--- src/rtl/parity_status_defines.vh ---
// Constants for the data memory parity error status bank.
// Included by the bank's module; holds definitions only.
`ifndef PARITY_STATUS_DEFINES_VH
`define PARITY_STATUS_DEFINES_VH

// Register indices; the byte address is four times the index
`define IDX_DM0_UPPER 16'hF46D
`define IDX_DM1_LOWER 16'hF46E
`define IDX_DM1_UPPER 16'hF46F
`define IDX_IRQ_STATUS 16'hF478
`define IDX_IRQ_MASK 16'hF479
`define IDX_W 16
`define ADDR_HIGH_PAD 14'h0000
`define ADDR_LOW_PAD 2'h0

// Register layout
`define REG_W 16
`define SUB_COUNT 5
`define HI_FIELD_LSB 8
`define LO_FIELD_LSB 0
`define FIELD_PAD 11'h000
`define RESERVED_MASK 16'hE0E0
`define FLAG_RESET 5'h00
`define REG_RESET 16'h0000
`define REG_PAD 16'h0000

// Interrupt layout, one event bit per status register
`define IRQ_BITS 3
`define IRQ_DM0_UPPER 0
`define IRQ_DM1_LOWER 1
`define IRQ_DM1_UPPER 2
`define IRQ_RESET 3'h0
`define IRQ_PAD 29'h00000000

// Bus encodings
`define HTRANS_ACTIVE_BIT 1
`define HRESP_OKAY 1'b0
`define RDATA_RESET 32'h00000000

`endif

--- src/rtl/parity_status.v ---
// Data memory parity error status bank with an AHB-Lite register slave.
// Assumes one clock, a synchronous active-low reset, parity checkers that
// raise one bit per subbank (pulse or level) and a single AHB-Lite master.
//
// How it works
// Memory 0 banks 3:2 register at F46D
// Bits 12:8 flag memory 0 bank 3
// Bits 4:0 flag memory 0 bank 2
// Memory 1 banks 1:0 register at F46E
// Bits 12:8 bank 1, 4:0 bank 0
// Memory 1 banks 3:2 register at F46F
// Bits 12:8 bank 3, 4:0 bank 2
// Flags read-only, every status register resets to zero
// Checker sets its flag; writes leave flags
`timescale 1ns/100ps
`include "parity_status_defines.vh"

module parity_status
(
    // Clock and reset
    input wire i_ref_clk,
    input wire i_rstn,
    // AHB-Lite slave
    input wire i_hsel,
    input wire [31:0] i_haddr,
    input wire [1:0] i_htrans,
    input wire i_hwrite,
    input wire [2:0] i_hsize,
    input wire [31:0] i_hwdata,
    input wire i_hready,
    output reg o_hreadyout,
    output reg o_hresp,
    output reg [31:0] o_hrdata,
    // Parity checker error strobes, one bit per subbank
    input wire [4:0] i_mem0_bank3_fault,
    input wire [4:0] i_mem0_bank2_fault,
    input wire [4:0] i_mem1_bank1_fault,
    input wire [4:0] i_mem1_bank0_fault,
    input wire [4:0] i_mem1_bank3_fault,
    input wire [4:0] i_mem1_bank2_fault,
    // Interrupt
    output reg o_irq
);

    // Bus states
    localparam S_IDLE = 2'b01;
    localparam S_RDWAIT = 2'b10;

    // Byte addresses of the registers
    localparam [31:0] ADDR_DM0_UPPER = {`ADDR_HIGH_PAD, `IDX_DM0_UPPER, `ADDR_LOW_PAD};
    localparam [31:0] ADDR_DM1_LOWER = {`ADDR_HIGH_PAD, `IDX_DM1_LOWER, `ADDR_LOW_PAD};
    localparam [31:0] ADDR_DM1_UPPER = {`ADDR_HIGH_PAD, `IDX_DM1_UPPER, `ADDR_LOW_PAD};
    localparam [31:0] ADDR_IRQ_STATUS = {`ADDR_HIGH_PAD, `IDX_IRQ_STATUS, `ADDR_LOW_PAD};
    localparam [31:0] ADDR_IRQ_MASK = {`ADDR_HIGH_PAD, `IDX_IRQ_MASK, `ADDR_LOW_PAD};

    // Select vector positions
    localparam SEL_DM0_UPPER = 0;
    localparam SEL_DM1_LOWER = 1;
    localparam SEL_DM1_UPPER = 2;
    localparam SEL_IRQ_STATUS = 3;
    localparam SEL_IRQ_MASK = 4;
    localparam SEL_W = 5;

    // Sticky error flags
    reg [`SUB_COUNT-1:0] mem0_bank3_fault;
    reg [`SUB_COUNT-1:0] mem0_bank2_fault;
    reg [`SUB_COUNT-1:0] mem1_bank1_fault;
    reg [`SUB_COUNT-1:0] mem1_bank0_fault;
    reg [`SUB_COUNT-1:0] mem1_bank3_fault;
    reg [`SUB_COUNT-1:0] mem1_bank2_fault;

    // Reserved bits are plain read/write storage
    reg [`REG_W-1:0] dm0_upper_spare;
    reg [`REG_W-1:0] dm1_lower_spare;
    reg [`REG_W-1:0] dm1_upper_spare;

    // Interrupt registers
    reg [`IRQ_BITS-1:0] irq_status;
    reg [`IRQ_BITS-1:0] irq_mask;

    // Bus state
    reg [1:0] state;
    reg [1:0] next_state;
    reg wr_pending;
    reg [SEL_W-1:0] wr_sel;
    reg [SEL_W-1:0] rd_sel;

    // Combinational helpers
    wire accept;
    wire [SEL_W-1:0] addr_sel;
    wire [SEL_W-1:0] wr_hit;
    wire [`IRQ_BITS-1:0] events;
    wire [`IRQ_BITS-1:0] irq_clear;
    wire [`IRQ_BITS-1:0] next_irq_status;
    wire [`REG_W-1:0] dm0_upper_parity_errors;
    wire [`REG_W-1:0] dm1_lower_parity_errors;
    wire [`REG_W-1:0] dm1_upper_parity_errors;
    reg [31:0] next_rdata;

    // One-hot register select for a byte address; unmapped gives zero
    function [SEL_W-1:0] decode;
        input [31:0] addr;
        begin
            decode = {SEL_W{1'b0}};
            decode[SEL_DM0_UPPER] = (addr == ADDR_DM0_UPPER);
            decode[SEL_DM1_LOWER] = (addr == ADDR_DM1_LOWER);
            decode[SEL_DM1_UPPER] = (addr == ADDR_DM1_UPPER);
            decode[SEL_IRQ_STATUS] = (addr == ADDR_IRQ_STATUS);
            decode[SEL_IRQ_MASK] = (addr == ADDR_IRQ_MASK);
        end
    endfunction

    // Builds a status word from its two subbank fields and spare bits
    function [`REG_W-1:0] pack_word;
        input [`SUB_COUNT-1:0] hi_field;
        input [`SUB_COUNT-1:0] lo_field;
        input [`REG_W-1:0] spare;
        begin
            pack_word = (spare & `RESERVED_MASK)
                      | ({`FIELD_PAD, hi_field} << `HI_FIELD_LSB)
                      | ({`FIELD_PAD, lo_field} << `LO_FIELD_LSB);
        end
    endfunction

    // True when a strobe hits a subbank whose flag is still clear
    function fresh_error;
        input [`SUB_COUNT-1:0] flags;
        input [`SUB_COUNT-1:0] strobes;
        begin
            fresh_error = |(strobes & ~flags);
        end
    endfunction

    // A transfer is taken only with hready high at its address phase
    assign accept = i_hsel & i_htrans[`HTRANS_ACTIVE_BIT] & i_hready;
    assign addr_sel = decode(i_haddr);
    assign wr_hit = wr_pending ? wr_sel : {SEL_W{1'b0}};

    assign dm0_upper_parity_errors = pack_word(mem0_bank3_fault, mem0_bank2_fault, dm0_upper_spare);
    assign dm1_lower_parity_errors = pack_word(mem1_bank1_fault, mem1_bank0_fault, dm1_lower_spare);
    assign dm1_upper_parity_errors = pack_word(mem1_bank3_fault, mem1_bank2_fault, dm1_upper_spare);

    // A new error, not a repeat on an already flagged subbank, raises an event
    assign events[`IRQ_DM0_UPPER] = fresh_error(mem0_bank3_fault, i_mem0_bank3_fault)
                                  | fresh_error(mem0_bank2_fault, i_mem0_bank2_fault);
    assign events[`IRQ_DM1_LOWER] = fresh_error(mem1_bank1_fault, i_mem1_bank1_fault)
                                  | fresh_error(mem1_bank0_fault, i_mem1_bank0_fault);
    assign events[`IRQ_DM1_UPPER] = fresh_error(mem1_bank3_fault, i_mem1_bank3_fault)
                                  | fresh_error(mem1_bank2_fault, i_mem1_bank2_fault);

    // Write one to clear; an event in the same cycle wins over the clear
    assign irq_clear = wr_hit[SEL_IRQ_STATUS] ? i_hwdata[`IRQ_BITS-1:0] : `IRQ_RESET;
    assign next_irq_status = (irq_status & ~irq_clear) | events;

    // Error flags: set only by the checkers, cleared only by reset
    always @(posedge i_ref_clk)
    begin
        if (!i_rstn)
        begin
            mem0_bank3_fault <= `FLAG_RESET;
            mem0_bank2_fault <= `FLAG_RESET;
            mem1_bank1_fault <= `FLAG_RESET;
            mem1_bank0_fault <= `FLAG_RESET;
            mem1_bank3_fault <= `FLAG_RESET;
            mem1_bank2_fault <= `FLAG_RESET;
        end
        else
        begin
            mem0_bank3_fault <= mem0_bank3_fault | i_mem0_bank3_fault;
            mem0_bank2_fault <= mem0_bank2_fault | i_mem0_bank2_fault;
            mem1_bank1_fault <= mem1_bank1_fault | i_mem1_bank1_fault;
            mem1_bank0_fault <= mem1_bank0_fault | i_mem1_bank0_fault;
            mem1_bank3_fault <= mem1_bank3_fault | i_mem1_bank3_fault;
            mem1_bank2_fault <= mem1_bank2_fault | i_mem1_bank2_fault;
        end
    end

    // Spare bits take bus writes; the flag positions are masked off
    always @(posedge i_ref_clk)
    begin
        if (!i_rstn)
        begin
            dm0_upper_spare <= `REG_RESET;
            dm1_lower_spare <= `REG_RESET;
            dm1_upper_spare <= `REG_RESET;
        end
        else
        begin
            if (wr_hit[SEL_DM0_UPPER])
            begin
                dm0_upper_spare <= i_hwdata[`REG_W-1:0] & `RESERVED_MASK;
            end
            if (wr_hit[SEL_DM1_LOWER])
            begin
                dm1_lower_spare <= i_hwdata[`REG_W-1:0] & `RESERVED_MASK;
            end
            if (wr_hit[SEL_DM1_UPPER])
            begin
                dm1_upper_spare <= i_hwdata[`REG_W-1:0] & `RESERVED_MASK;
            end
        end
    end

    // Interrupt status, mask and output
    always @(posedge i_ref_clk)
    begin
        if (!i_rstn)
        begin
            irq_status <= `IRQ_RESET;
            irq_mask <= `IRQ_RESET;
            o_irq <= 1'b0;
        end
        else
        begin
            irq_status <= next_irq_status;
            if (wr_hit[SEL_IRQ_MASK])
            begin
                irq_mask <= i_hwdata[`IRQ_BITS-1:0];
            end
            // Registered from current state, so it trails the status by one cycle
            o_irq <= |(irq_status & irq_mask);
        end
    end

    // Read data is muxed a cycle after the address phase so that a write
    // in its data phase at that time is already visible
    always @*
    begin
        next_rdata = `RDATA_RESET;
        case (1'b1)
            rd_sel[SEL_DM0_UPPER]: next_rdata = {`REG_PAD, dm0_upper_parity_errors};
            rd_sel[SEL_DM1_LOWER]: next_rdata = {`REG_PAD, dm1_lower_parity_errors};
            rd_sel[SEL_DM1_UPPER]: next_rdata = {`REG_PAD, dm1_upper_parity_errors};
            rd_sel[SEL_IRQ_STATUS]: next_rdata = {`IRQ_PAD, irq_status};
            rd_sel[SEL_IRQ_MASK]: next_rdata = {`IRQ_PAD, irq_mask};
            default: next_rdata = `RDATA_RESET;
        endcase
    end

    always @*
    begin
        next_state = state;
        case (state)
            S_IDLE:
            begin
                if (accept && !i_hwrite)
                begin
                    next_state = S_RDWAIT;
                end
            end
            S_RDWAIT:
            begin
                next_state = S_IDLE;
            end
            default:
            begin
                next_state = S_IDLE;
            end
        endcase
    end

    // Bus slave: writes have no wait state, reads one
    always @(posedge i_ref_clk)
    begin
        if (!i_rstn)
        begin
            state <= S_IDLE;
            wr_pending <= 1'b0;
            wr_sel <= {SEL_W{1'b0}};
            rd_sel <= {SEL_W{1'b0}};
            o_hreadyout <= 1'b1;
            o_hresp <= `HRESP_OKAY;
            o_hrdata <= `RDATA_RESET;
        end
        else
        begin
            state <= next_state;
            o_hresp <= `HRESP_OKAY;
            wr_pending <= 1'b0;
            case (state)
                S_IDLE:
                begin
                    o_hreadyout <= 1'b1;
                    if (accept)
                    begin
                        if (i_hwrite)
                        begin
                            wr_pending <= 1'b1;
                            wr_sel <= addr_sel;
                        end
                        else
                        begin
                            rd_sel <= addr_sel;
                            o_hreadyout <= 1'b0;
                        end
                    end
                end
                S_RDWAIT:
                begin
                    o_hrdata <= next_rdata;
                    o_hreadyout <= 1'b1;
                end
                default:
                begin
                    o_hreadyout <= 1'b1;
                end
            endcase
        end
    end

endmodule // parity_status

--- config.mk ---
export PLATFORM = sky130hd
export DESIGN_NAME = parity_status
export DESIGN_NICKNAME = d
export VERILOG_FILES = /design/src/rtl/parity_status.v
export VERILOG_INCLUDE_DIRS = /design/src /design/src/rtl
export SDC_FILE = /design/constraint.sdc
export NUM_CORES = 1
export LEC_CHECK = 0
export BUFFER_PORTS_ARGS = -buffer_cell sky130_fd_sc_hd__clkbuf_2
export CAP_MARGIN = 20
export CORE_MARGIN = 2
export CORE_UTILIZATION = 49
export DETAILED_ROUTE_END_ITERATION = 8
export GPL_TIMING_DRIVEN = 0
export HOLD_SLACK_MARGIN = 0.1
export PLACE_DENSITY = 0.81
export REMOVE_ABC_BUFFERS = 1
export SYNTH_ARGS = -nofsm -noshare
export SYNTH_HDL_FRONTEND = slang
export SYNTH_SLANG_ARGS = --single-unit
--- constraint.sdc ---
create_clock -name i_ref_clk -period 1.9 [get_ports i_ref_clk]
set_input_delay 0.38 -clock i_ref_clk [delete_from_list [all_inputs] [get_ports i_ref_clk]]
set_output_delay 0.38 -clock i_ref_clk [all_outputs]
set_load 0.02 [all_outputs]
## Word level (Yosys, flattened, before mapping)

Index checks and enable logic that the tools add are counted.

- $add $sub $neg: 0
- $mul: 0
- Div/mod/pow operators: 0
- Magnitude comparators: 0
- Equality and inequality tests: 7
- Shifts and indexed selects: 0
- Multiplexer cells: 8
- Bitwise gates (word level): 34
- Reduce and logical (&&, ||, !) cells: 13

Operators with widths:

| kind | count |
|---|---|
| equality test 32 x 18 -> 1 bit (second input constant) | 5 |
| two-way mux 32 bit | 3 |
| OR 16 x 13 -> 16 bit | 3 |
| OR 16 x 5 -> 16 bit | 3 |
| bitwise AND 5 bit | 6 |
| inverter 5 bit | 6 |
| OR 5 bit | 6 |
| OR reduction 5 bit | 6 |
| two-way mux 3 bit | 3 |
| AND reduction 3 bit | 3 |
| bitwise AND 3 bit | 2 |
| two-way mux 5 bit | 1 |
| inverter 3 bit | 1 |
| OR 1 bit | 3 |
| OR 3 bit | 1 |
| OR reduction 3 bit | 1 |
| bitwise AND 1 bit | 2 |
| equality test 2 x 1 -> 1 bit (second input constant) | 1 |
| equality test 2 bit (second input constant) | 1 |
| AND reduction 2 bit | 1 |
| logical AND 1 bit | 1 |
| zero test 1 bit | 1 |
| two-way mux 1 bit | 1 |
| inverter 1 bit | 1 |

- Flip-flop bits (word level): 101
- Bits in latches: 0
- Bits in writable memories: 0
- ROM bits: 0
- Bits of input ports: 104
- Output and inout port bits: 35
- Word-level logic and storage cells: 80
- Memories kept: 0

## Longest topological paths before layout

Gate-level depths: netlist of run 1.

- Word-level depth: 5
- Gate-level depth with buffers: 6
- Mapped depth without buffers: 4

## Worst setup path before layout of run 1

Ideal clock, no wire load.

- Path type: input-to-reg
- Start point: input i_haddr[21]
- End point: register rd_sel[1]
- Data arrival time: 1637 ps
- Data required time: 1825 ps
- Path slack: 188 ps
- Stages: 3
- Buffers on the path: 0
- Cells stage by stage: or4_1 -> or4_2 -> o22ai_1

- Word-level cells in the longest chain between the ends: 1

Ends and longest elaborated chain:

| element | line | text |
|---|---|---|
| start, declared | parity_status.v:25 | `input wire [31:0] i_haddr,` |
| equality test 32 x 18 -> 1 bit | parity_status.v:106 | `decode[SEL_DM1_LOWER] = (addr == ADDR_DM1_LOWER);` |
| end signal, assigned | parity_status.v:270 | `rd_sel <= {SEL_W{1'b0}};` |
| end signal, assigned | parity_status.v:293 | `rd_sel <= addr_sel;` |
| end, declared | parity_status.v:86 | `reg [SEL_W-1:0] rd_sel;` |

No other way between the ends.
A chain may end at the register's enable or synchronous reset.

## Worst setup path in the final report of run 1

- Start point: register rd_sel[2]
- End point: register o_hrdata[4]

- Word-level cells in the longest chain between the ends: 3

Ends and longest elaborated chain:

| element | line | text |
|---|---|---|
| two-way mux 32 bit (3 in series) | parity_status.v:230 | `case (1'b1)` |
| end signal, assigned | parity_status.v:273 | `` o_hrdata <= `RDATA_RESET; `` |
| end signal, assigned | parity_status.v:300 | `o_hrdata <= next_rdata;` |
| end, declared | parity_status.v:33 | `output reg [31:0] o_hrdata,` |

No other way between the ends.

==> results.sh, run 1 <==
export IMPL_drc_errors=0
export IMPL_hold_path_class="input port to flop"
export IMPL_crit_buf_inv=0
export IMPL_synth_xor_area_share_pct=0
export IMPL_synthCells=458
export IMPL_cp_start_kind="flop"
export IMPL_dr_pass1_iters=4
export IMPL_multi_input_area_um2=1630
export IMPL_setup_violations=0
export IMPL_synth_top_family_by_area="simple AND/OR/NAND/NOR gates"
export IMPL_final_net_count=643
export IMPL_fp_dieW_um=89.8
export IMPL_ys_ff_latch=85
export IMPL_grt_pass1_vias=3029
export IMPL_num_rows=31
export IMPL_portBuffers=94
export IMPL_wl_per_cell_um=13.2
export IMPL_final_hold_viol_count=0
export IMPL_final_seq_area_um2=1700
export IMPL_path_cells="nor2b_1, a22oi_1, o21ai_0, a22o_1"
export IMPL_crit_type="flop to flop"
export IMPL_relSlewSlack_pct=21.8
export IMPL_outcome="complete, no violations"
export IMPL_fill_cells=654
export IMPL_root_buffer="clkbuf_8"
export IMPL_synth_simple_area_share_pct=23.6
export IMPL_required_ns=2.20
export IMPL_cts_sinks=85
export IMPL_yosysWarnings=0
export IMPL_avgSynthCellArea_um2=7.88
export IMPL_finalInstanceArea_um2=4370
export IMPL_post_route_min_period_ns=1.72
export IMPL_grt_total_usage_pct=20.6
export IMPL_clk_path_buf_depth=2
export IMPL_clkLatencyLatePin_ns=0.35
export IMPL_crit_arrival_ns=2.02
export IMPL_synthDistinctLibCells=35
export IMPL_crit_family="flip-flops"
export IMPL_synth_adder_area_share_pct=0
export IMPL_tritoncts="built"
export IMPL_powerDensity_nw_per_um2=865
export IMPL_drt_iter0_markers=254
export IMPL_period_share_pct=90.3
export IMPL_synthMuxAreaShare_pct=0
export IMPL_ant_nets=0
export IMPL_drive_gt1_share_pct=21.5
export IMPL_grt_max_degree=37
export IMPL_ios=139
export IMPL_endpoint_kind="flop"
export IMPL_syn_cell_area_um2=3610
export IMPL_start_util_pct=50.3
export IMPL_drv_slew=0
export IMPL_finClkSkew_ns=0.00439
export IMPL_vias=3326
export IMPL_ir_drop_uv=534
export IMPL_whs_ns=0.255
export IMPL_drv_cap=0
export IMPL_h_tree_depth=3
export IMPL_synth_seq_area_share_pct=47.1
export IMPL_drt_total_wl_um=8460
export IMPL_layout_commonest_cell="clkbuf_2"
export IMPL_gp_congestion=0.861
export IMPL_p_leak_nw=1.85
export IMPL_rsz0062_at_grt="false"
export IMPL_final_cell_mix="94 x clkbuf_2, 84 x dfxtp_1, 63 x nor2_1, 62 x nand2_1"
export IMPL_cpPeakStageDelay_ns=0.62
export IMPL_die_area_um2=8070
export IMPL_dpl_hpwl_um=6250
export IMPL_dpl_instance_area_um2=4070
export IMPL_die_h_um=89.8
export IMPL_cpMaxStageDelayCell="dfxtp_1"
export IMPL_tightest_slew_ns=1.17
export IMPL_syn_to_final_growth_pct=20.9
export IMPL_vias_per_cell=5.17
export IMPL_cp_max_fo=14
export IMPL_path_clk_slew_ns=0.08
export IMPL_antenna_cells=0
export IMPL_fmax_ghz=0.583
export IMPL_final_util_pct=60.9
export IMPL_grt_ovfl_total=0
export IMPL_grt_pass1_wl_um=13700
export IMPL_synth_compound_area_share_pct=19.5
export IMPL_ctsHoldBuffers=0
export IMPL_core_area_um2=7180
export IMPL_antenna_found_initial=0
export IMPL_cts_buffers=9
## area by class of cell
class,instances,area share (%)
flip-flops and latches,85,39.0
multi-input cells,313,37.3
repair buffers,97,12.0
clock inverters,7,3.15
clock buffers,9,2.84
inverters,33,2.84
well taps,99,2.84
## synthesized netlist by cell type
library cell / n / area, um^2
and4_1: 2 / 17.5
or3_1: 1 / 6.26
nor4b_2: 1 / 15.0
o22ai_1: 18 / 113
a32oi_1: 3 / 26.3
buf_4: 17 / 128
o31ai_1: 5 / 37.5
nand3b_1: 6 / 45.0
buf_2: 1 / 5.00
a22o_1: 8 / 70.1
a21boi_0: 15 / 113
and3_1: 3 / 18.8
nand2_1: 62 / 233
nor2_1: 63 / 236
nor4b_1: 1 / 8.76
clkbuf_1: 24 / 90.1
a222oi_1: 1 / 10.0
dfxtp_1: 85 / 1700
or4_2: 1 / 8.76
nand4_1: 2 / 12.5
conb_1: 1 / 3.75
or4_1: 2 / 15.0
a21oi_1: 25 / 125
clkbuf_2: 1 / 5.00
inv_1: 33 / 124
nor4_1: 3 / 18.8
and4b_1: 1 / 10.0
a22oi_1: 10 / 75.1
nor2b_1: 4 / 25.0
nand3_1: 33 / 165
o21ai_0: 16 / 80.1
nor3_1: 3 / 15.0
a31oi_1: 3 / 18.8
a2111oi_0: 1 / 8.76
a221oi_1: 3 / 26.3
## registers in the layout, indices dropped and copies added, names as in the netlist
signal            count
mem1_bank1_fault      5
mem1_bank0_fault      5
dm1_lower_spare       6
o_irq                 1
state                 2
wr_pending            1
o_hrdata             16
irq_mask              3
o_hreadyout           1
irq_status            3
wr_sel                5
mem0_bank3_fault      5
mem1_bank2_fault      5
dm0_upper_spare       6
mem0_bank2_fault      5
dm1_upper_spare       6
rd_sel                5
mem1_bank3_fault      5
## report_power, final
group,internal (mW),switching [mW]
logic,0.120,0.155
clock network,1.00,0.630
registers,1.83,0.0416
total,2.95,0.827
## worst register-to-register path: stages, from the launching register on
cell and delay, ns:
dfxtp_1 0.62, nor2b_1 0.53, a22oi_1 0.17, o21ai_0 0.20, a22o_1 0.15
## timing repair
action,in CTS,in global routing
resized for setup,2,0
setup buffers,0,2
setup endpoints to repair,16,16
## final timing paths
kind         slack [ns]             startpoint                  end  depth (start not counted)
max                0.18              rd_sel[2]          o_hrdata[4]                          4
min                0.25  i_mem0_bank2_fault[2]  mem0_bank2_fault[2]                          3
max reg2reg        0.18              rd_sel[2]          o_hrdata[4]                          4
min reg2reg        0.46    dm1_upper_spare[14]  dm1_upper_spare[14]                          2
## metrics by stage
step           setup slack (ns)  power [mW]  std cells  TNS [ns]
2_1_floorplan            0.0990        2.03        431         0
3_3_place_gp              -1.45        2.16        624    -29.18
3_5_place_dp             -0.515        2.18        625     -8.03
4_1_cts                  0.0509        3.78        641         0
5_1_grt                  0.0485        3.90        643         0
6_report                  0.184        3.78        643         0
## metal layers
metal  share of wire, %  track usage (%)  wire [um]  up-vias
met1                 44             26.7       3690     1513
met5                  0                0          0        -
met4                2.6             8.85        216        0
li1                   -                -          -     1700
met3                5.9             5.20        501       18
met2                 48             32.7       4060       95
## logic make-up after synthesis
kind of cell	count (synthesis)
simple gates	188
other cells	1
flops	85
buf+inv	76
compound gates	108
Note: power is estimated with default switching activity, not from simulation.
==> run 2: changes to the inputs <==
==> constraint.sdc (replaced) <==
create_clock -name i_ref_clk -period 1.8 [get_ports i_ref_clk]
set_input_delay 0.36 -clock i_ref_clk [delete_from_list [all_inputs] [get_ports i_ref_clk]]
set_output_delay 0.36 -clock i_ref_clk [all_outputs]
set_load 0.02 [all_outputs]
==> run 2 against run 1 <==
Against the previous run: wire length decreased by 0.47%; flip-flop and latch count did not move; maximum frequency rose by 3.7%; combinational power grew 5%; sequential share of layout area about the same; global-route usage about the same; largest cell class unchanged; cell area is essentially flat; highest routed layer unchanged; count of clock-buffer cells in the layout stayed put; critical endpoint unchanged; worst setup slack got worse by 0.038 ns.
==> results.sh, run 2 (synthesis gave the netlist of run 1 again) <==
export IMPL_dr_pass1_iters=5
export IMPL_drv_cap=0
export IMPL_drv_slew=0
export IMPL_ir_drop_uv=564
export IMPL_syn_to_final_growth_pct=21.0
export IMPL_powerDensity_nw_per_um2=911
export IMPL_cpPeakStageDelay_ns=1.06
export IMPL_root_buffer="clkbuf_8"
export IMPL_wl_per_cell_um=13.1
export IMPL_final_cell_mix="94 x clkbuf_2, 84 x dfxtp_1, 63 x nor2_1, 62 x nand2_1"
export IMPL_dpl_hpwl_um=6250
export IMPL_rsz0062_at_grt="false"
export IMPL_gp_congestion=0.861
export IMPL_clkLatencyLatePin_ns=0.35
export IMPL_vias_per_cell=5.18
export IMPL_place_ws_ns=-0.595
export IMPL_stdcell_count=643
export IMPL_path_clk_slew_ns=0.08
export IMPL_hold_path_class="input port to flop"
export IMPL_antenna_cells=0
export IMPL_cp_max_fo=33
export IMPL_tightest_slew_ns=1.12
export IMPL_crit_arrival_ns=1.90
export IMPL_r2r_start="rd_sel[0]"
export IMPL_setup_violations=0
export IMPL_cp_start_kind="flop"
export IMPL_regMostFlops="o_hrdata"
export IMPL_start_util_pct=50.3
export IMPL_final_hold_viol_count=0
export IMPL_die_h_um=89.8
export IMPL_relSlewSlack_pct=25.5
export IMPL_finClkSkew_ns=0.00512
export IMPL_final_net_count=643
export IMPL_vias=3331
export IMPL_drt_iter0_markers=233
export IMPL_num_rows=31
export IMPL_finalInstanceArea_um2=4370
export IMPL_layout_commonest_cell="clkbuf_2"
export IMPL_die_area_um2=8070
export IMPL_hold_start="i_mem1_bank0_fault[1]"
export IMPL_grt_total_usage_pct=20.6
export IMPL_setup_ws_ns=0.145
export IMPL_cpMaxStageDelayCell="dfxtp_1"
export IMPL_cts_buffers=9
export IMPL_grt_ovfl_total=0
export IMPL_cts_sinks=85
export IMPL_portBuffers=94
export IMPL_tritoncts="built"
export IMPL_fp_dieW_um=89.8
export IMPL_final_util_pct=60.9
export IMPL_path_cells="o21ai_0, a22o_1"
export IMPL_period_share_pct=91.9
export IMPL_grt_max_degree=37
export IMPL_antenna_found_initial=0
export IMPL_outcome="complete, no violations"
export IMPL_h_tree_depth=3
export IMPL_numPlacedInstances=625
export IMPL_grt_pass1_wl_um=13700
export IMPL_core_area_um2=7180
export IMPL_dpl_instance_area_um2=4070
export IMPL_ctsHoldBuffers=0
export IMPL_endpoint_kind="flop"
export IMPL_clk_path_buf_depth=2
export IMPL_largest_reg_flops=16
export IMPL_fin_tns_setup_ns=0
export IMPL_startpoint="rd_sel[0]"
export IMPL_ant_nets=0
export IMPL_drive_gt1_share_pct=21.7
export IMPL_p_leak_nw=1.85
export IMPL_crit_type="flop to flop"
export IMPL_drt_total_wl_um=8420
export IMPL_drc_errors=0
export IMPL_fmax_ghz=0.604
export IMPL_grt_pass1_vias=3013
export IMPL_post_route_min_period_ns=1.65
export IMPL_ios=139
export IMPL_required_ns=2.05
run 2: cell count changes in the layout (fill, tap and decap cells not counted):
| cell | change |
|---|---|
| nor2b_1 | -1 |
| nor2b_2 | +1 |
run 2: area by class of cell:
class / count / area [um^2]
Inverter: 33 / 124
Multi-Input combinational cell: 313 / 1630
Clock buffer: 9 / 124
Fill cell: 650 / 2810
Tap cell: 99 / 124
Timing Repair Buffer: 97 / 526
Clock inverter: 7 / 138
Sequential cell: 85 / 1700
run 2: repair_timing:
item / in CTS / in global routing
buffers inserted: 2 / 0
setup endpoints to repair: 16 / 3
gates resized for setup: 2 / 1
run 2: worst max-delay path, delay by kind of cell, from the launching register on:
| kind | cells | cell delay [ns] |
|---|---|---|
| flops | 1 | 1.06 |
| compound gates | 2 | 0.48 |
run 2: layer usage:
layer  part of all wire, %  vias to the layer above  global-route usage [%]  wire length, um
li1                      -                     1705                       -                -
met1                    42                     1499                    26.7             3550
met2                    48                      112                    33.3             4080
met3                   7.1                       15                    5.03              596
met4                   2.2                        0                    7.95              188
met5                     0                        -                       0                0
run 2: power by group:
group          switching (mW)  internal [mW]  total, mW
logic                   0.164          0.127      0.290
registers              0.0436           1.93       1.98
clock network           0.656           1.06       1.71
run 2: path summary, 6_finish.rpt:
path,cells after the start,endpoint,slack (ns)
hold / removal,3,mem1_bank0_fault[1],0.24
hold reg to reg,2,dm1_upper_spare[14],0.46
setup / recovery,2,o_hrdata[4],0.15
setup reg to reg,2,o_hrdata[4],0.15
run 2: metrics by stage:
| step | total power [mW] | hold slack (ns) |
|---|---|---|
| floorplan | 2.14 | 0.422 |
| global placement | 2.28 | 0.438 |
| detailed placement | 2.30 | 0.446 |
| CTS | 4.00 | 0.233 |
| global route | 4.12 | 0.239 |
| finish | 3.98 | 0.236 |
